==> src/rtl/pll_pkg.sv <==
// Behaviour
// - Control bits 1:0 choose the pixel clock source.
// - Control bits 4:2 set a prescaler dividing the pixel clock by one to eight.
// - Sources are the direct high-rate input, VCO feedback and the internal reference.
// - Sound runs from the reference or a sound clock pin, halved internally.
// - Two preloadable down counters, reference and VCO clocked, loaded from synthesizer moduli.
// - Synthesizer bit 6 forces correction high, bit 14 forces it low, both driven.
// - Synthesizer bit 7 holds the reference counter cleared.
// - Synthesizer bit 15 holds the VCO counter cleared.
// - Correction output floats unless a frequency correction is needed.
// - Correction drives high to raise VCO frequency, low to lower it.
// - Loop settles at reference frequency times (VCO modulus + 1) over (reference modulus + 1).
// - Locked operation uses the VCO feedback input as pixel clock source.
package pll_pkg;
  localparam int CLOCK_HZ = 40_000_000;
  localparam int REF_HZ = 32_000_000;
  localparam int ADDR_W = 8;
  localparam int SYNC_STAGES = 3;
  // Register indices; byte address is four times the index
  localparam logic [5:0] CONTROL_INDEX = 6'h0E;
  localparam logic [5:0] SYNTH_INDEX = 6'h0D;
  localparam logic [5:0] STATUS_INDEX = 6'h0F;
  localparam logic [ADDR_W-1:0] CONTROL_ADDR = {CONTROL_INDEX, 2'b00};
  localparam logic [ADDR_W-1:0] SYNTH_ADDR = {SYNTH_INDEX, 2'b00};
  localparam logic [ADDR_W-1:0] STATUS_ADDR = {STATUS_INDEX, 2'b00};
  localparam logic [7:0] CONTROL_RESET = 8'h00;
  localparam logic [15:0] SYNTH_RESET = 16'h0000;
  // Control fields
  localparam int SRC_LSB = 0;
  localparam int SRC_W = 2;
  localparam int PRESCALE_LSB = 2;
  localparam int PRESCALE_W = 3;
  localparam int SOUND_SEL_BIT = 5;
  localparam logic [1:0] SRC_DIRECT = 2'h0;
  localparam logic [1:0] SRC_VCO = 2'h1;
  localparam logic [1:0] SRC_REF = 2'h2;
  // Synthesizer fields
  localparam int MOD_W = 6;
  localparam int RMOD_LSB = 0;
  localparam int FORCE_HIGH_BIT = 6;
  localparam int CLEAR_R_BIT = 7;
  localparam int VMOD_LSB = 8;
  localparam int FORCE_LOW_BIT = 14;
  localparam int CLEAR_V_BIT = 15;
  localparam logic [1:0] RESP_OKAY = 2'h0;
  localparam logic [1:0] RESP_SLVERR = 2'h2;
  typedef enum logic [1:0] {DET_IDLE, DET_UP, DET_DOWN} detector_state_t;
endpackage : pll_pkg

==> src/rtl/phase_down_counter.sv <==
`timescale 1ns/100ps
module phase_down_counter
  import pll_pkg::*;
#(
  parameter int WIDTH = MOD_W
) (
  input wire logic clk,
  input wire logic arst_n,
  input wire logic tick,
  input wire logic clear,
  input wire logic [WIDTH-1:0] load_value,
  output logic [WIDTH-1:0] count,
  output logic terminal
);
  logic [WIDTH-1:0] count_q;
  logic terminal_q;

  always_ff @(posedge clk or negedge arst_n) begin
    if (!arst_n) begin
      count_q <= '0;
    end else if (clear) begin
      count_q <= '0;
    end else if (tick) begin
      if (count_q == '0) begin
        count_q <= load_value;
      end else begin
        count_q <= count_q - 1'b1;
      end
    end
  end

  always_ff @(posedge clk or negedge arst_n) begin
    if (!arst_n) begin
      terminal_q <= 1'b0;
    end else begin
      terminal_q <= tick && !clear && (count_q == '0);
    end
  end

  assign count = count_q;
  assign terminal = terminal_q;

  a_reload_modulus: assert property (@(posedge clk) disable iff (!arst_n)
    tick && !clear && count_q == '0 |=> count_q == $past(load_value))
    else $error("Counter did not reload its modulus");
endmodule : phase_down_counter

==> src/rtl/pixel_clock_pll_phase_comparator.sv <==
`timescale 1ns/100ps
module pixel_clock_pll_phase_comparator
  import pll_pkg::*;
(
  input wire logic CLOCK,
  input wire logic ARST_N,
  input wire logic [ADDR_W-1:0] AWADDR,
  input wire logic AWVALID,
  output logic AWREADY,
  input wire logic [31:0] WDATA,
  input wire logic [3:0] WSTRB,
  input wire logic WVALID,
  output logic WREADY,
  output logic [1:0] BRESP,
  output logic BVALID,
  input wire logic BREADY,
  input wire logic [ADDR_W-1:0] ARADDR,
  input wire logic ARVALID,
  output logic ARREADY,
  output logic [31:0] RDATA,
  output logic [1:0] RRESP,
  output logic RVALID,
  input wire logic RREADY,
  input wire logic HIGH_FREQ_CLOCK_IN,
  input wire logic VCO_FEEDBACK_CLOCK_IN,
  input wire logic IO_CLOCK_INPUT,
  input wire logic SOUND_CLOCK_IN,
  output logic VCO_FEEDBACK_INVERTED_OUT,
  output logic PHASE_CORRECTION_OUT_O,
  output logic PHASE_CORRECTION_OUT_OE,
  output logic PIXEL_CLOCK_EN,
  output logic SOUND_CLOCK_EN
);
  localparam int PIN_N = 4;
  localparam int PIN_DIRECT = 0;
  localparam int PIN_VCO = 1;
  localparam int PIN_IO = 2;
  localparam int PIN_SOUND = 3;

  logic [PIN_N-1:0] pin_raw;
  logic [PIN_N-1:0] pin_rise;
  logic [7:0] control_q;
  logic [15:0] synth_q;
  logic ref_tick;
  logic pixel_tick;
  logic sound_tick;
  logic sound_half_q;
  logic sound_en_q;
  logic [MOD_W-1:0] ref_count;
  logic [MOD_W-1:0] vco_count;
  logic ref_tc;
  logic vco_tc;
  detector_state_t det_q;
  logic corr_o_q;
  logic corr_oe_q;
  logic force_high;
  logic force_low;
  logic clear_r;
  logic clear_v;

  assign pin_raw = {SOUND_CLOCK_IN, IO_CLOCK_INPUT, VCO_FEEDBACK_CLOCK_IN, HIGH_FREQ_CLOCK_IN};

  // Pins are sampled; a level counts once stages two and three agree
  for (genvar g = 0; g < PIN_N; g++) begin : g_pin
    logic [SYNC_STAGES-1:0] sync_q;
    logic level_q;
    always_ff @(posedge CLOCK or negedge ARST_N) begin
      if (!ARST_N) begin
        sync_q <= '0;
      end else begin
        sync_q <= {sync_q[SYNC_STAGES-2:0], pin_raw[g]};
      end
    end
    always_ff @(posedge CLOCK or negedge ARST_N) begin
      if (!ARST_N) begin
        level_q <= 1'b0;
      end else if (sync_q[1] == sync_q[2]) begin
        level_q <= sync_q[2];
      end
    end
    assign pin_rise[g] = (sync_q[1] == sync_q[2]) && sync_q[2] && !level_q;
  end

  // The I/O clock serves directly as the internal reference
  assign ref_tick = pin_rise[PIN_IO];

  // Inverted pin copy for the external bias resistor; not sampled, as it must follow the pin
  assign VCO_FEEDBACK_INVERTED_OUT = ~VCO_FEEDBACK_CLOCK_IN;

  // Register bus: write channel
  logic aw_have_q;
  logic w_have_q;
  logic [ADDR_W-1:0] aw_addr_q;
  logic [31:0] w_data_q;
  logic [3:0] w_strb_q;
  logic bvalid_q;
  logic [1:0] bresp_q;
  logic do_write;

  assign AWREADY = !aw_have_q && !bvalid_q;
  assign WREADY = !w_have_q && !bvalid_q;
  assign do_write = aw_have_q && w_have_q && !bvalid_q;

  always_ff @(posedge CLOCK or negedge ARST_N) begin
    if (!ARST_N) begin
      aw_have_q <= 1'b0;
      aw_addr_q <= '0;
    end else if (AWVALID && AWREADY) begin
      aw_have_q <= 1'b1;
      aw_addr_q <= AWADDR;
    end else if (do_write) begin
      aw_have_q <= 1'b0;
    end
  end

  always_ff @(posedge CLOCK or negedge ARST_N) begin
    if (!ARST_N) begin
      w_have_q <= 1'b0;
      w_data_q <= '0;
      w_strb_q <= '0;
    end else if (WVALID && WREADY) begin
      w_have_q <= 1'b1;
      w_data_q <= WDATA;
      w_strb_q <= WSTRB;
    end else if (do_write) begin
      w_have_q <= 1'b0;
    end
  end

  always_ff @(posedge CLOCK or negedge ARST_N) begin
    if (!ARST_N) begin
      bvalid_q <= 1'b0;
      bresp_q <= RESP_OKAY;
    end else if (do_write) begin
      bvalid_q <= 1'b1;
      if (aw_addr_q == CONTROL_ADDR || aw_addr_q == SYNTH_ADDR || aw_addr_q == STATUS_ADDR) begin
        bresp_q <= RESP_OKAY;
      end else begin
        bresp_q <= RESP_SLVERR;
      end
    end else if (BREADY) begin
      bvalid_q <= 1'b0;
    end
  end

  assign BVALID = bvalid_q;
  assign BRESP = bresp_q;

  always_ff @(posedge CLOCK or negedge ARST_N) begin
    if (!ARST_N) begin
      control_q <= CONTROL_RESET;
    end else if (do_write && aw_addr_q == CONTROL_ADDR && w_strb_q[0]) begin
      control_q <= w_data_q[7:0];
    end
  end

  // Moduli and test bits change together per byte lane
  always_ff @(posedge CLOCK or negedge ARST_N) begin
    if (!ARST_N) begin
      synth_q <= SYNTH_RESET;
    end else if (do_write && aw_addr_q == SYNTH_ADDR) begin
      if (w_strb_q[0]) begin
        synth_q[7:0] <= w_data_q[7:0];
      end
      if (w_strb_q[1]) begin
        synth_q[15:8] <= w_data_q[15:8];
      end
    end
  end

  // Register bus: read channel
  logic rvalid_q;
  logic [31:0] rdata_q;
  logic [1:0] rresp_q;

  assign ARREADY = !rvalid_q;

  always_ff @(posedge CLOCK or negedge ARST_N) begin
    if (!ARST_N) begin
      rvalid_q <= 1'b0;
      rdata_q <= '0;
      rresp_q <= RESP_OKAY;
    end else if (ARVALID && ARREADY) begin
      rvalid_q <= 1'b1;
      rresp_q <= RESP_OKAY;
      if (ARADDR == CONTROL_ADDR) begin
        rdata_q <= {24'h000000, control_q};
      end else if (ARADDR == SYNTH_ADDR) begin
        rdata_q <= {16'h0000, synth_q};
      end else if (ARADDR == STATUS_ADDR) begin
        rdata_q <= {12'h000, 2'b00, vco_count, 2'b00, ref_count, corr_oe_q, corr_o_q, det_q};
      end else begin
        rdata_q <= '0;
        rresp_q <= RESP_SLVERR;
      end
    end else if (RREADY) begin
      rvalid_q <= 1'b0;
    end
  end

  assign RVALID = rvalid_q;
  assign RDATA = rdata_q;
  assign RRESP = rresp_q;

  // Pixel clock path
  always_comb begin
    case (control_q[SRC_LSB +: SRC_W])
      SRC_DIRECT: pixel_tick = pin_rise[PIN_DIRECT];
      SRC_VCO: pixel_tick = pin_rise[PIN_VCO];
      default: pixel_tick = ref_tick;
    endcase
  end

  pixel_prescaler u_prescaler (
    .clk(CLOCK),
    .arst_n(ARST_N),
    .tick(pixel_tick),
    .ratio(control_q[PRESCALE_LSB +: PRESCALE_W]),
    .pulse(PIXEL_CLOCK_EN)
  );

  // Sound clock path with the fixed halving stage
  assign sound_tick = control_q[SOUND_SEL_BIT] ? pin_rise[PIN_SOUND] : ref_tick;

  always_ff @(posedge CLOCK or negedge ARST_N) begin
    if (!ARST_N) begin
      sound_half_q <= 1'b0;
      sound_en_q <= 1'b0;
    end else begin
      if (sound_tick) begin
        sound_half_q <= !sound_half_q;
      end
      sound_en_q <= sound_tick && sound_half_q;
    end
  end

  assign SOUND_CLOCK_EN = sound_en_q;

  // Phase comparator
  assign force_high = synth_q[FORCE_HIGH_BIT];
  assign force_low = synth_q[FORCE_LOW_BIT];
  assign clear_r = synth_q[CLEAR_R_BIT];
  assign clear_v = synth_q[CLEAR_V_BIT];

  phase_down_counter #(.WIDTH(MOD_W)) u_ref_counter (
    .clk(CLOCK),
    .arst_n(ARST_N),
    .tick(ref_tick),
    .clear(clear_r),
    .load_value(synth_q[RMOD_LSB +: MOD_W]),
    .count(ref_count),
    .terminal(ref_tc)
  );

  phase_down_counter #(.WIDTH(MOD_W)) u_vco_counter (
    .clk(CLOCK),
    .arst_n(ARST_N),
    .tick(pin_rise[PIN_VCO]),
    .clear(clear_v),
    .load_value(synth_q[VMOD_LSB +: MOD_W]),
    .count(vco_count),
    .terminal(vco_tc)
  );

  // Expiries in the same cycle leave an idle detector idle, which is the lock point
  always_ff @(posedge CLOCK or negedge ARST_N) begin
    if (!ARST_N) begin
      det_q <= DET_IDLE;
    end else begin
      case (det_q)
        DET_IDLE: begin
          if (ref_tc && !vco_tc) begin
            det_q <= DET_UP;
          end else if (vco_tc && !ref_tc) begin
            det_q <= DET_DOWN;
          end
        end
        DET_UP: begin
          if (vco_tc && !ref_tc) begin
            det_q <= DET_IDLE;
          end
        end
        DET_DOWN: begin
          if (ref_tc && !vco_tc) begin
            det_q <= DET_IDLE;
          end
        end
        default: det_q <= DET_IDLE;
      endcase
    end
  end

  // Forced low wins over forced high so a bad write never runs the VCO away
  always_ff @(posedge CLOCK or negedge ARST_N) begin
    if (!ARST_N) begin
      corr_o_q <= 1'b0;
      corr_oe_q <= 1'b0;
    end else if (force_low) begin
      corr_o_q <= 1'b0;
      corr_oe_q <= 1'b1;
    end else if (force_high) begin
      corr_o_q <= 1'b1;
      corr_oe_q <= 1'b1;
    end else begin
      corr_o_q <= (det_q == DET_UP);
      corr_oe_q <= (det_q != DET_IDLE);
    end
  end

  assign PHASE_CORRECTION_OUT_O = corr_o_q;
  assign PHASE_CORRECTION_OUT_OE = corr_oe_q;

  a_force_low_drive: assert property (@(posedge CLOCK) disable iff (!ARST_N)
    force_low |=> PHASE_CORRECTION_OUT_OE && !PHASE_CORRECTION_OUT_O)
    else $error("Forced low not driven low");

  a_force_high_drive: assert property (@(posedge CLOCK) disable iff (!ARST_N)
    force_high && !force_low |=> PHASE_CORRECTION_OUT_OE && PHASE_CORRECTION_OUT_O)
    else $error("Forced high not driven high");

  a_idle_floats: assert property (@(posedge CLOCK) disable iff (!ARST_N)
    !force_high && !force_low && det_q == DET_IDLE |=> !PHASE_CORRECTION_OUT_OE)
    else $error("Correction driven while detector idle");

  a_up_drives_high: assert property (@(posedge CLOCK) disable iff (!ARST_N)
    !force_high && !force_low && det_q == DET_UP |=> PHASE_CORRECTION_OUT_OE && PHASE_CORRECTION_OUT_O)
    else $error("Speed-up request not driven high");

  a_down_drives_low: assert property (@(posedge CLOCK) disable iff (!ARST_N)
    !force_high && !force_low && det_q == DET_DOWN |=> PHASE_CORRECTION_OUT_OE && !PHASE_CORRECTION_OUT_O)
    else $error("Slow-down request not driven low");

  a_ref_clear_hold: assert property (@(posedge CLOCK) disable iff (!ARST_N)
    clear_r ##1 clear_r |-> ref_count == '0 && !ref_tc)
    else $error("Reference counter not held cleared");

  a_vco_clear_hold: assert property (@(posedge CLOCK) disable iff (!ARST_N)
    clear_v ##1 clear_v |-> vco_count == '0 && !vco_tc)
    else $error("VCO counter not held cleared");

  a_ref_first_up: assert property (@(posedge CLOCK) disable iff (!ARST_N)
    det_q == DET_IDLE && ref_tc && !vco_tc |=> det_q == DET_UP)
    else $error("Reference expiry did not request speed-up");

  a_vco_first_down: assert property (@(posedge CLOCK) disable iff (!ARST_N)
    det_q == DET_IDLE && vco_tc && !ref_tc |=> det_q == DET_DOWN)
    else $error("VCO expiry did not request slow-down");

  a_vco_source_tick: assert property (@(posedge CLOCK) disable iff (!ARST_N)
    control_q[SRC_LSB +: SRC_W] == SRC_VCO && control_q[PRESCALE_LSB +: PRESCALE_W] == '0
      && $stable(control_q) && pin_rise[PIN_VCO] |=> PIXEL_CLOCK_EN)
    else $error("VCO feedback edge gave no pixel tick");
endmodule : pixel_clock_pll_phase_comparator

==> src/rtl/pixel_prescaler.sv <==
`timescale 1ns/100ps
module pixel_prescaler
  import pll_pkg::*;
(
  input wire logic clk,
  input wire logic arst_n,
  input wire logic tick,
  input wire logic [PRESCALE_W-1:0] ratio,
  output logic pulse
);
  logic [PRESCALE_W-1:0] cnt_q;
  logic pulse_q;

  // Field value n divides by n+1, so ratios one to eight
  always_ff @(posedge clk or negedge arst_n) begin
    if (!arst_n) begin
      cnt_q <= '0;
    end else if (tick) begin
      if (cnt_q >= ratio) begin
        cnt_q <= '0;
      end else begin
        cnt_q <= cnt_q + 1'b1;
      end
    end
  end

  always_ff @(posedge clk or negedge arst_n) begin
    if (!arst_n) begin
      pulse_q <= 1'b0;
    end else begin
      pulse_q <= tick && (cnt_q >= ratio);
    end
  end

  assign pulse = pulse_q;

  a_prescale_bypass: assert property (@(posedge clk) disable iff (!arst_n)
    tick && ratio == '0 |=> pulse_q)
    else $error("Divide by one lost a pixel tick");
endmodule : pixel_prescaler

==> config.mk <==
export PLATFORM = sky130hd
export DESIGN_NAME = pixel_clock_pll_phase_comparator
export DESIGN_NICKNAME = d
export VERILOG_FILES = /design/src/rtl/pll_pkg.sv /design/src/rtl/phase_down_counter.sv /design/src/rtl/pixel_clock_pll_phase_comparator.sv /design/src/rtl/pixel_prescaler.sv
export SDC_FILE = /design/constraint.sdc
export NUM_CORES = 1
export LEC_CHECK = 0
export ABC_CLOCK_PERIOD_IN_PS = 1600
export BUFFER_PORTS_ARGS = -buffer_cell sky130_fd_sc_hd__buf_4
export CAP_MARGIN = 25
export CELL_PAD_IN_SITES_DETAIL_PLACEMENT = 1
export CELL_PAD_IN_SITES_GLOBAL_PLACEMENT = 2
export CORE_MARGIN = 3
export CORE_UTILIZATION = 32
export DETAILED_ROUTE_END_ITERATION = 6
export PLACE_DENSITY_LB_ADDON = 0.1
export SYNTH_ARGS = -nofsm -noshare
export SYNTH_HDL_FRONTEND = slang
export SYNTH_SLANG_ARGS = --single-unit
==> constraint.sdc <==
create_clock -name CLOCK -period 1.6 [get_ports CLOCK]
set_clock_uncertainty 0.05 [all_clocks]
set_input_delay 0.08 -clock CLOCK [delete_from_list [all_inputs] [get_ports CLOCK]]
set_output_delay 0.08 -clock CLOCK [all_outputs]
set_load 0.01 [all_outputs]
After elaboration in Yosys (flattened, before gate mapping)
Cells that the tools add are included.
{ "totals": {"output_inout_bits": 46, "wordCells": 140, "reg_bits": 130} }
{ "classes": {"magnitude_cmp": 1, "bitwise_logic": 1, "n_eq_ne": 16, "reduce_logical": 55, "n_addsub": 3, "mux": 32} }
{ "ops": {"columns": ["op", "count"], "rows": [
  ["$mux W18", 3],
  ["$eq A8 B6 Y1 const B", 6],
  ["$mux W6", 6],
  ["$logic_and A1 B1 Y1", 26],
  ["$mux W2", 8],
  ["$reduce_bool A2 Y1", 7],
  ["$logic_not A1 Y1", 13],
  ["$logic_not A6 Y1", 2],
  ["$mux W1", 12],
  ["$sub A6 B1 Y6 const B", 2],
  ["$pmux W2 S3", 1],
  ["$eq A1 B1 Y1", 4],
  ["$eq A2 B1 Y1 const B", 2],
  ["$logic_not A2 Y1", 2],
  ["$ne A2 B2 Y1 const B", 2],
  ["$reduce_and A2 Y1", 2],
  ["$add A3 B1 Y3 const B", 1],
  ["$ge A3 B3 Y1", 1],
  ["$mux W3", 1],
  ["$ne A3 B3 Y1 const B", 1],
  ["$reduce_and A3 Y1", 1],
  ["$eq A2 B2 Y1 const B", 1],
  ["$logic_or A1 B1 Y1", 2],
  ["$pmux W1 S2", 1],
  ["$not A1 Y1", 1]
]} }

Longest topological paths before layout
Gate-level depths: netlist of run 1.
{ "depth": {"word_depth": 5, "ltp_mapped": 6, "mapped_depth_nobuf": 6} }

Hierarchy
Synthesis of run 1 repeated with hierarchy kept, for this count alone.
{ "unflattened": {"cells_unflattened": 417, "hier_area_um2": 5223.8} }
{ "modules_own_cells": {"columns": ["mod", "area_each_um2", "cells_per_inst", "instances"], "rows": [
  ["pixel_clock_pll_phase_comparator", 4106.4, 296, 1],
  ["phase_down_counter", 437.9, 48, 2],
  ["pixel_prescaler", 241.5, 25, 1]
]} }

Worst setup path before layout of run 1
OpenSTA, ideal clock, no wires.
{ "synth_timing": {"path_type": "flip-flop to flip-flop", "startpoint": "reg bvalid_q, in the netlist BVALID", "endpoint": "reg w_data_q[10]", "required_ns": 1.425, "setup_time_ns": 0.125, "stages_incl_launch_ff": 6, "n_path_buf": 2, "setup_slack_ns": -0.132, "arrival_ns": 1.557, "path_cell_list": "dfrtp_1 > nor2_1 > and2_1 > buf_2 > buf_2 > mux2_2"} }
{ "synth_between": {"elab_chain_len": 3} }
{ "synth_lines": {"columns": ["item", "line_no", "text"], "rows": [
  ["start, declared", "pixel_clock_pll_phase_comparator.sv:96", "logic bvalid_q;"],
  ["start signal, assigned", "pixel_clock_pll_phase_comparator.sv:132", "bvalid_q <= 1'b0;"],
  ["start signal, assigned", "pixel_clock_pll_phase_comparator.sv:135", "bvalid_q <= 1'b1;"],
  ["start signal, assigned", "pixel_clock_pll_phase_comparator.sv:142", "bvalid_q <= 1'b0;"],
  ["$logic_not A1 Y1", "pixel_clock_pll_phase_comparator.sv:101", "assign WREADY = !w_have_q && !bvalid_q;"],
  ["$logic_and A1 B1 Y1", "pixel_clock_pll_phase_comparator.sv:101", null],
  ["via WREADY", "pixel_clock_pll_phase_comparator.sv:13", "output logic WREADY,"],
  ["$logic_and A1 B1 Y1", "pixel_clock_pll_phase_comparator.sv:121", "end else if (WVALID && WREADY) begin"],
  ["end signal, assigned", "pixel_clock_pll_phase_comparator.sv:119", "w_data_q <= '0;"],
  ["end signal, assigned", "pixel_clock_pll_phase_comparator.sv:123", "w_data_q <= WDATA;"],
  ["end, declared", "pixel_clock_pll_phase_comparator.sv:94", "logic [31:0] w_data_q;"]
]} }
The timed path passes the listed nets, and every way through them passes these cells.
A chain may end at the register's enable or synchronous reset.

Worst setup path in the final report of run 1
{ "layout_timing": {"startpoint": "reg aw_addr_q[0]", "endpoint": "reg control_q[3]"} }
{ "layout_between": {"elab_chain_len": 3} }
{ "layout_lines": {"columns": ["item", "line_no", "text"], "rows": [
  ["start, declared", "pixel_clock_pll_phase_comparator.sv:93", "logic [ADDR_W-1:0] aw_addr_q;"],
  ["start signal, assigned", "pixel_clock_pll_phase_comparator.sv:107", "aw_addr_q <= '0;"],
  ["start signal, assigned", "pixel_clock_pll_phase_comparator.sv:110", "aw_addr_q <= AWADDR;"],
  ["$eq A8 B6 Y1", "pixel_clock_pll_phase_comparator.sv:152", "end else if (do_write && aw_addr_q == CONTROL_ADDR && w_strb_q[0]) begin"],
  ["$logic_and A1 B1 Y1 (2 in a row)", "pixel_clock_pll_phase_comparator.sv:152", null],
  ["end signal, assigned", "pixel_clock_pll_phase_comparator.sv:153", "control_q <= w_data_q[7:0];"],
  ["end, declared", "pixel_clock_pll_phase_comparator.sv:42", "logic [7:0] control_q;"]
]} }
No other way between the ends.

==> impl_results.md, run 1 <==
* Layout area overhead at 42.23%
* Static leakage at 3.369 nW
* Synth Cell Area at 0.005105 sq mm
* RSZ-0062 raised after global routing: true
* Clock net sink count at 114
* Syn avg cell area at 12.39 sq um
* CP endpoint kind: register
* Share of layout cells above drive strength 1 at 0.4145
* Num CTS Buffers at 17
* GRT met2 Usage at 0.2734
* Utilization after layout at 0.4706
* Failing checks: setup timing
* DRT Pass-1 Iters at 6
* Final setup violation count at 27
* Die width at 132.3 microns
* Final ANT Viol Nets at 0
* Minimum clock period at 1.690 ns
* Setup CP Type: reg -> reg
* Total track usage at 0.1598
* Met1 usage at 0.1923
* Post-route insts no fill at 790
* WP data required at 1.86 ns
* Dpl hpwl at 9.337 mm
* Synth warnings at 0
* Reg area at 0.002855 sq mm
* Overall power at 10.56 mW
* Final wirelength at 13.08 mm
* Starting Density at 0.3309
* Clock buffer depth at 2
* First-pass GRT wire length at 21.74 mm
* Die area at 0.01750 sq mm
* Die Y at 132.3 microns
* Diodes inserted at 0
* Initial antenna violation count at 0
* NumNets Final at 643
* Final hold vios at 0
* Max VDD drop at 0.8606 mV
* PD cells at 1455 mW/mm^2
* Vias at 3756
* Most frequent cells in the layout: dfrtp_1 (112), buf_4 (112), mux2_2 (61)
* Async SR Flop Fraction at 1.000
* Reg clk slew, reported paths at 0.06 ns
* Highest Clock Rate at 591.9 MHz
* Max-Cap Viols at 0
* CTS root buf: clkbuf_16
* FILL cells at 1651
* Startpoint type of the worst setup path: register
* Distinct cell type count after synthesis at 52
* CORE AREA at 0.01543 sq mm
* Period utilisation layout at 1.056
* Starting DRT DRC Count at 98
* I/O pin cnt at 109
* Post-synth EDFFs at 0
* # rows at 45
* Max FO, Critical Path at 8
* H-tree depth at 4
* Vias in the first global route at 4139
* Status: finished with violations
* Congestion Overflow GR at 0
* Sequential-to-total area share from yosys stat at 0.5588
* Worst endpoint data arrival time at 1.95 ns
* Post-DR vias/cell at 4.754
* Fin worst setup slack at -0.08955 ns
* Wire per inst at 16.55 microns
* Gpl congestion at 0.8465
* GRT busiest layer: met2
* GRT met3 Usage at 0.04504
* Hold_ws at 0.04777 ns
* Clock Latency Late Sink at 0.42 ns
* CTS tree: yes
* Final Slew Violations at 0
* Synth Flop Type: dfrtp_1
* IO buf count at 74
* Largest net degree at the start of global routing at 64
* Hold Path Class: in -> reg
* Area occupied by multi-input gates at 0.002218 sq mm
* Mapped Cells at 412
* # DRC at 0
* Cell count after placement at 723
* FF+latch count, synth at 114
* R2R setup slack at -0.09 ns
[stage by stage]
stage,worst slack (ns),TNS (ns),cell area (sq um)
6_report,-0.08955,-1.414,7261
5_1_grt,-0.1665,-3.623,7261
4_1_cts,-0.1171,-1.987,7169
3_5_place_dp,-0.1213,-2.677,6185
3_3_place_gp,-0.08538,-1.913,6185
2_1_floorplan,-0.03482,-0.5570,5195
[routing by layer]
| metal | share of wire | wire, microns |
|---|---|---|
| met4 | 0.012 | 160 |
| met1 | 0.43 | 5595 |
| met2 | 0.52 | 6856 |
| met5 | 0 | 0 |
| met3 | 0.035 | 462 |
[synthesized netlist by cell type, types with 2 or more instances]
master / n / share of area
dfrtp_1: 114 / 0.56
mux2_2: 63 / 0.14
o21ai_0: 25 / 0.025
nand2_1: 24 / 0.018
inv_1: 18 / 0.013
buf_4: 16 / 0.024
ha_1: 14 / 0.034
nor2_1: 13 / 0.0096
mux2i_1: 10 / 0.020
a22oi_1: 9 / 0.013
nor2b_1: 8 / 0.0098
clkbuf_1: 7 / 0.0051
nand2b_1: 6 / 0.0074
nor3_1: 6 / 0.0059
and2_1: 5 / 0.0061
nand3_1: 5 / 0.0049
a31oi_1: 4 / 0.0049
buf_2: 4 / 0.0039
nand3b_1: 4 / 0.0059
nor4_1: 4 / 0.0049
o22ai_1: 4 / 0.0049
a211oi_1: 3 / 0.0044
a21oi_1: 3 / 0.0029
and3_1: 3 / 0.0037
nor3b_1: 3 / 0.0044
o31ai_1: 3 / 0.0044
a21o_1: 2 / 0.0029
a22o_1: 2 / 0.0034
a32o_1: 2 / 0.0039
and3b_1: 2 / 0.0034
buf_1: 2 / 0.0015
nand3_2: 2 / 0.0039
nor4_4: 2 / 0.0083
o211ai_1: 2 / 0.0029
[where the power goes]
part	total, mW	internal, mW	switching [mW]
Combinational	2.59	1.46	1.12
Sequential	4.11	3.54	0.564
Clock	3.87	2.49	1.38
[state kept, by name, indices dropped and copies added (netlist names), 2 cells and up]
signal	count
RDATA	18
aw_addr_q	8
control_q	8
det_q	2
g_pin.level_q	4
g_pin.sync_q	12
synth_q	16
u_prescaler.cnt_q	3
u_ref_counter.count	6
u_vco_counter.count	6
w_data_q	16
w_strb_q	2
[worst max-delay path: stages, from the launching register on]
cell	delay, ns
dfrtp_1	0.38
nand4bb_4	0.24
nor4_4	0.15
buf_4	0.17
nand4b_4	0.22
mux2_4	0.36
[what timing repair did]
| item | CTS | global route |
|---|---|---|
| buffers inserted | 1 | 1 |
| hold endpoints to repair | 146 | 0 |
| hold buffers | 33 | 0 |
| resized for setup | 11 | 25 |
| setup endpoints to repair | 30 | 39 |
| pin swaps | 5 | 9 |
[final cells by class]
cell class	instances	area share
Clock buffer	20	0.06152
Clock inverter	12	0.02171
Inverter	18	0.009306
Multi-Input combinational cell	266	0.3055
Sequential cell	114	0.3932
Tap cell	211	0.03636
Timing Repair Buffer	149	0.1723
[worst paths after layout]
check,startpoint,end,cells past startpoint
min in group asynchronous,ARST_N,g_pin[3].sync_q[1]$_DFF_PN0_,3
min reg2reg,g_pin[1].sync_q[0]$_DFF_PN0_,g_pin[1].sync_q[1]$_DFF_PN0_,0
max,aw_addr_q[0]$_DFFE_PN0P_,control_q[3]$_DFFE_PN0P_,5
max reg2reg,aw_addr_q[0]$_DFFE_PN0P_,control_q[3]$_DFFE_PN0P_,5
max in group asynchronous,ARST_N,aw_have_q$_DFFE_PN0P_,3
min,ARADDR[2],RDATA[3]$_DFFE_PN0P_,3
[kinds of logic after synthesis]
group | share of synthesized area
flops | 0.5588
simple gates | 0.1127
mux | 0.1586
compound gates | 0.08750
buf+inv | 0.04731
fa+ha+maj | 0.03431
other cells | 0.0007346
Power figures use the tool's default switching activity.
==> inputs of run 2 (changes only) <==
CORE_ASPECT_RATIO = 1.75   (was not set)
SETUP_SLACK_MARGIN = 0.4   (was not set)
==> impl_results.md, run 2 (synthesis results as in run 1) <==
* Die Y at 173.1 microns (+31%)
* Max FFs per register at 18 (unchanged)
* Cell count after placement at 693 (-4.1%)
* Starting DRT DRC Count at 82 (-16%)
* Final ANT Viol Nets at 0 (unchanged)
* CORE AREA at 0.01554 sq mm (+0.73%)
* NumNets Final at 683 (+6.2%)
* Die area at 0.01756 sq mm (+0.34%)
* Die width at 101.5 microns (-23%)
* Clock buffer depth at 2 (unchanged)
* Placed cell areas at 0.006286 sq mm (+1.6%)
* DRT Pass-1 Iters at 4 (-2)
* Share of layout cells above drive strength 1 at 0.5527 (+0.1382)
* # rows at 60 (+33%)
* Place WS at -0.1267 ns (-0.005383 ns)
* Largest net degree at the start of global routing at 41 (-36%)
* Utilization after layout at 0.5276 (+0.05698)
* GRT met3 Usage at 0.03956 (-0.005474)
* Total track usage at 0.1772 (+0.01743)
* Max VDD drop at 0.8300 mV (-3.6%)
* Static leakage at 3.797 nW (+13%)
* Num CTS Buffers at 17 (unchanged)
* FILL cells at 1570 (-4.9%)
* Most frequent cells in the layout: buf_4 (124), dfrtp_1 (110), mux2_4 (34)
* Met1 usage at 0.1858 (-0.006549)
* WP data required at 1.88 ns (+0.02 ns)
* Max-Cap Viols at 0 (unchanged)
* Vias in the first global route at 4428 (+7.0%)
* Gpl congestion at 0.7990 (-5.6%)
* Fin worst setup slack at -0.08070 ns (+0.008849 ns)
* Diodes inserted at 0 (unchanged)
* PD cells at 1501 mW/mm^2 (+3.2%)
* CTS tree: yes
* Highest Clock Rate at 595.0 MHz (+0.53%)
* Fin area at 0.008199 sq mm (+13%)
* Final wirelength at 15.14 mm (+16%)
* CP endpoint kind: register
* # DRC at 0 (unchanged)
* Most common cell after layout, fill and taps aside: buf_4
* Final hold vios at 0 (unchanged)
* Reg clk slew, reported paths at 0.06 ns (about the same)
* Hold_ws at 0.02812 ns (-0.01965 ns)
* Failing checks: setup timing
* IO buf count at 74 (unchanged)
* Starting Density at 0.3285 (-0.002398)
* Period utilisation layout at 1.050 (-0.005531)
* GRT met2 Usage at 0.3358 (+0.06242)
* Worst endpoint data arrival time at 1.96 ns (about the same)
* CTS root buf: clkbuf_16
* Post-DR vias/cell at 4.874 (+2.5%)
* Wire per inst at 18.85 microns (+14%)
* Hold Path Class: in -> reg
* Clock net sink count at 114 (unchanged)
* Max FO, Critical Path at 6 (-2)
* Layout area overhead at 60.61%
* Minimum clock period at 1.681 ns (-0.008849 ns)
* RSZ-0062 raised after global routing: true
* Initial antenna violation count at 0 (unchanged)
* GRT busiest layer: met2
* Startpoint type of the worst setup path: register
* I/O pin cnt at 109 (unchanged)
* Final Slew Violations at 0 (unchanged)
* Clock Latency Late Sink at 0.41 ns (about the same)
* Post-route insts no fill at 803 (+1.6%)
* Status: finished with violations
* Vias at 3914 (+4.2%)
* Setup CP Type: reg -> reg
* First-pass GRT wire length at 23.73 mm (+9.1%)
* H-tree depth at 4 (unchanged)
* Congestion Overflow GR at 0 (unchanged)
* Dpl hpwl at 10.14 mm (+8.6%)
* Final setup violation count at 42 (+56%)
==> run 2: cell count changes in the layout (fill, tap and decap cells not counted), moves of 7 or more <==
cell / delta
o21ai_2: +10
ha_4: +7
a22oi_2: +7
buf_4: +12
mux2_2: -32
buf_6: +22
mux2_4: +32
o21ai_0: -13
a22oi_1: -7
==> run 2: power breakdown <==
group          switching [mW]  internal [mW]
registers               0.651           3.55
logic                    1.58           2.49
clock network            1.33           2.70
==> run 2: worst paths after layout <==
path	from	endpoint	slack, ns	cells past startpoint
worst min-delay path	ARADDR[6]	RDATA[15]$_DFFE_PN0P_	0.03	4
worst max register to register	g_pin[0].sync_q[1]$_DFF_PN0_	u_prescaler.cnt_q[2]$_DFFE_PN0P_	-0.08	7
min in group asynchronous	ARST_N	sound_half_q$_DFFE_PN0P_	0.08	2
worst max-delay path	g_pin[0].sync_q[1]$_DFF_PN0_	u_prescaler.cnt_q[2]$_DFFE_PN0P_	-0.08	7
worst min register to register	g_pin[1].sync_q[0]$_DFF_PN0_	g_pin[1].sync_q[1]$_DFF_PN0_	0.30	0
max in group asynchronous	ARST_N	w_data_q[1]$_DFFE_PN0P_	0.85	3
==> run 2: cell type report <==
| cell class | count | area [sq um] | share of cell area |
|---|---|---|---|
| tap | 186 | 232.7 | 0.02838 |
| timing repair buffer | 188 | 1704 | 0.2078 |
| sequential | 114 | 2858 | 0.3485 |
| multi-input combinational | 267 | 2713 | 0.3308 |
| clock inverter | 10 | 157.7 | 0.01923 |
| clock buffer | 20 | 466.7 | 0.05692 |
| inverter | 18 | 67.56 | 0.008241 |
==> run 2: through the flow <==
step | power [mW] | setup TNS (ns)
after floorplan | 5.936 | -0.4868
after global placement | 6.940 | -2.261
after CTS | 12.04 | -2.230
final | 12.31 | -1.772
after detailed placement | 7.042 | -2.695
after global routing | 12.93 | -4.730
==> run 2: timing repair <==
item,CTS,global route
pin swaps,27,25
buffers inserted,26,18
hold buffers,33,0
setup endpoints to repair,94,99
endpoints found under the hold margin,146,0
gates resized for setup,84,52
cloned,3,0
==> run 2: routing by layer <==
| layer | part of all wire | vias up | wire length [microns] |
|---|---|---|---|
| met1 | 0.37 | 1992 | 5553 |
| met2 | 0.59 | 66 | 8923 |
| met5 | 0 | - | 0 |
| met3 | 0.022 | 21 | 337 |
| li1 | - | 1835 | - |
| met4 | 0.021 | 0 | 322 |
==> run 2: worst max-delay path: stages (launching register included) <==
cell and delay [ns]:
dfrtp_1 0.40, ha_4 0.14, or4b_4 0.44, o211ai_1 0.12, buf_4 0.17, buf_6 0.13, nand2_2 0.06, o22ai_2 0.11
==> inputs of run 3 (changes only) <==
ABC_AREA = 1   (was not set)
CORE_UTILIZATION = 30   (was 32)
==> impl_results.md, run 3 <==
* FF+latch count, synth at 114 (unchanged)
* R2r startpoint: aw_addr_q[6]$_DFFE_PN0P_
* Synth warnings at 0 (unchanged)
* Vias at 4751 (+21%)
* Period utilisation layout at 0.9320 (-0.1184)
* PD cells at 1509 mW/mm^2 (+0.55%)
* # rows at 63 (+5.0%)
* Layout area overhead at 57.11%
* Most used standard cell by instance count after synthesis: nand2_1
* Die Y at 182.4 microns (+5.4%)
* P_int at 8.207 mW (-6.1%)
* # DRC at 0 (unchanged)
* Wire per inst at 16.06 microns (-15%)
* Max FFs per register at 18 (unchanged)
* IO buf count at 74 (unchanged)
* CP Capture Point: synth_q[13]$_DFFE_PN0P_
* Vias in the first global route at 5203 (+18%)
* Setup CP Type: reg -> reg
* RSZ-0062 raised after global routing: true
* R2R setup slack at 0.11 ns (+0.19 ns)
* Startpoint type of the worst setup path: register
* Max FO, Critical Path at 8 (+2)
* Final wirelength at 16.32 mm (+7.8%)
* Distinct cell type count after synthesis at 31 (-40%)
* Congestion Overflow GR at 0 (unchanged)
* Place WS at 0.09361 ns (+0.2203 ns)
* Net switching power at 4.445 mW (+25%)
* Sequential-to-total area share from yosys stat at 0.5347 (-0.02411)
* Syn avg cell area at 8.997 sq um (-27%)
* Starting DRT DRC Count at 131 (+60%)
* Highest Clock Rate at 670.6 MHz (+13%)
* Die width at 106.8 microns (+5.3%)
* Synth Cell Area at 0.005335 sq mm (+4.5%)
* H-tree depth at 4 (unchanged)
* Gpl congestion at 0.7796 (-2.4%)
* Largest cells by area after synthesis: dfrtp_1 (53%), nand2_1 (10%), nand3_1 (6.2%)
* Clock buffer depth at 2 (unchanged)
* Async SR Flop Fraction at 1.000 (unchanged)
* Largest net degree at the start of global routing at 62 (+51%)
* Status: complete, no violations
* Mapped Cells at 593 (+44%)
* Final Slew Violations at 0 (unchanged)
* Dpl hpwl at 10.46 mm (+3.2%)
* Most common cell after layout, fill and taps aside: nand2_1
* Total track usage at 0.1690 (-0.008244)
* Final ANT Viol Nets at 0 (unchanged)
* Utilization after layout at 0.4878 (-0.03985)
* Final hold vios at 0 (unchanged)
* CP endpoint kind: register
* Combinational fraction of design power at 0.362 (+0.031)
* CTS root buf: clkbuf_16
* Hold Path Class: in -> reg
* Final setup violation count at 0 (-100%)
* Post-synth EDFFs at 0 (unchanged)
* DRT Pass-1 Iters at 4 (unchanged)
* Post-synth top area share at 0.5347 (-0.02411)
* FILL cells at 1991 (+27%)
* FF-to-FF path depth at 7 (unchanged)
* Synth Flop Type: dfrtp_1
* I/O pin cnt at 109 (unchanged)
* HP Start: WVALID
* Fin worst setup slack at 0.1087 ns (+0.1894 ns)
* Overall power at 12.65 mW (+2.8%)
* Top cells by count, synth: nand2_1 (146), dfrtp_1 (114), nand3_1 (66), inv_1 (54), nor2_1 (50)
* Worst endpoint data arrival time at 1.74 ns (-0.22 ns)
* Die area at 0.01948 sq mm (+11%)
* CTS tree: yes
* Area leader, netlist: dfrtp_1
* Max-Cap Viols at 0 (unchanged)
* Sum Neg Setup Slack at 0 ns (+1.772 ns)
* Flop pwr share at 0.329 (-0.012)
* Initial antenna violation count at 0 (unchanged)
* Diodes inserted at 0 (unchanged)
* Clock power frac at 0.309 (-0.019)
* NumNets Final at 853 (+25%)
* Cell count after placement at 891 (+29%)
* First-pass GRT wire length at 26.16 mm (+10%)
* Num CTS Buffers at 17 (unchanged)
* Clock Latency Late Sink at 0.41 ns (about the same)
* Static leakage at 3.945 nW (+3.9%)
* Clock net sink count at 114 (unchanged)
* R2R Path End: synth_q[13]$_DFFE_PN0P_
* Sw Ratio at 0.3513 (+0.06142)
* Most frequent cells in the layout: nand2_1 (115), buf_4 (111), dfrtp_1 (108)
* Post-DR vias/cell at 4.676 (-4.1%)
* Max VDD drop at 1.061 mV (+28%)
* Reg clk slew, reported paths at 0.06 ns (about the same)
* CP startpoint: aw_addr_q[6]$_DFFE_PN0P_
* CORE AREA at 0.01718 sq mm (+11%)
* Minimum clock period at 1.491 ns (-0.1894 ns)
* Starting Density at 0.3105 (-0.01803)
* WP data required at 1.85 ns (-0.03 ns)
* Post-route insts no fill at 1016 (+27%)
* Share of layout cells above drive strength 1 at 0.4106 (-0.1420)
-- run 3: changes by cell type in the layout (fill, tap and decap cells not counted), sizes merged, moves of 5 or more --
cell,before,now
a21oi,3,23
a22oi,9,0
and2,6,1
buf,155,140
inv,18,57
mux2,63,18
mux2i,10,0
nand2,24,152
nand2b,6,0
nand3,7,70
nand4,1,18
nor2,13,53
nor2b,8,0
nor4,6,0
-- run 3: cell type report --
class / instances / area (sq um) / share of cell area
Inverter: 55 / 231.5 / 0.02762
Multi-Input combinational cell: 412 / 2773 / 0.3308
Clock inverter: 15 / 182.7 / 0.02179
Clock buffer: 17 / 425.4 / 0.05075
Tap cell: 227 / 284.0 / 0.03389
Timing Repair Buffer: 176 / 1625 / 0.1939
Sequential cell: 114 / 2860 / 0.3412
-- run 3: stage by stage --
step | hold WS, ns | instance area (sq um)
after global placement | 0.06302 | 6321
after floorplan | -0.2656 | 5542
after detailed placement | 0.06982 | 6321
after global routing | 0.04627 | 8382
after CTS | 0.01955 | 7988
final | 0.04967 | 8382
-- run 3: worst min-delay path by stage --
| stage | depth (start not counted) | endpoint |
|---|---|---|
| floorplan | 0 | BRESP[1]$_DFFE_PN0P_ |
| global placement | 2 | RDATA[11]$_DFFE_PN0P_ |
| detailed placement | 2 | RDATA[11]$_DFFE_PN0P_ |
| CTS | 3 | w_have_q$_DFFE_PN0P_ |
| global route | 3 | w_data_q[1]$_DFFE_PN0P_ |
| finish | 3 | w_data_q[6]$_DFFE_PN0P_ |
-- run 3: power by group through the flow --
stage	logic [mW]	registers [mW]	clock network [mW]
finish	4.58	4.17	3.91
detailed placement	2.85	4.17	0
CTS	4.07	4.13	4.02
global route	5.02	4.25	4.15
global placement	2.77	4.14	0
floorplan	2.14	4.02	0
-- run 3: what timing repair did --
action / in CTS / in global routing
pin swaps: 37 / 26
buffers inserted: 35 / 15
gates cloned: 5 / 2
gates resized for setup: 98 / 70
hold buffers: 36 / 0
hold endpoints to repair: 155 / 0
setup endpoints to repair: 89 / 81
-- run 3: cell families (layout without fill, tap and decap cells) --
logic type | count (synthesis) | after routing | share of synthesized area
and+or+nand+nor | 298 | 305 | 0.2502
DFF | 114 | 114 | 0.5347
buffers and inverters | 89 | 263 | 0.08419
AOI/OAI and AO/OA | 56 | 56 | 0.05441
muxes | 18 | 18 | 0.03799
adders and majority gates | 14 | 14 | 0.03283
xor gates and xnor gates | 3 | 3 | 0.004926
other | 1 | 16 | 0.0007029
-- run 3: per-layer routing --
layer  vias up  track usage  part of all wire
li1       2288            -                 -
met1      2345       0.1757              0.36
met2        98       0.3291              0.58
met3        20      0.03788             0.033
met4         0      0.05120             0.021
met5         -            0                 0
-- run 3: critical path: stages (launching register included) --
cell and delay, ns:
dfrtp_1 0.37, inv_2 0.06, nand4_1 0.20, nor2_4 0.26, buf_12 0.16, nand3_4 0.12, nand2_2 0.11, nand2_2 0.04
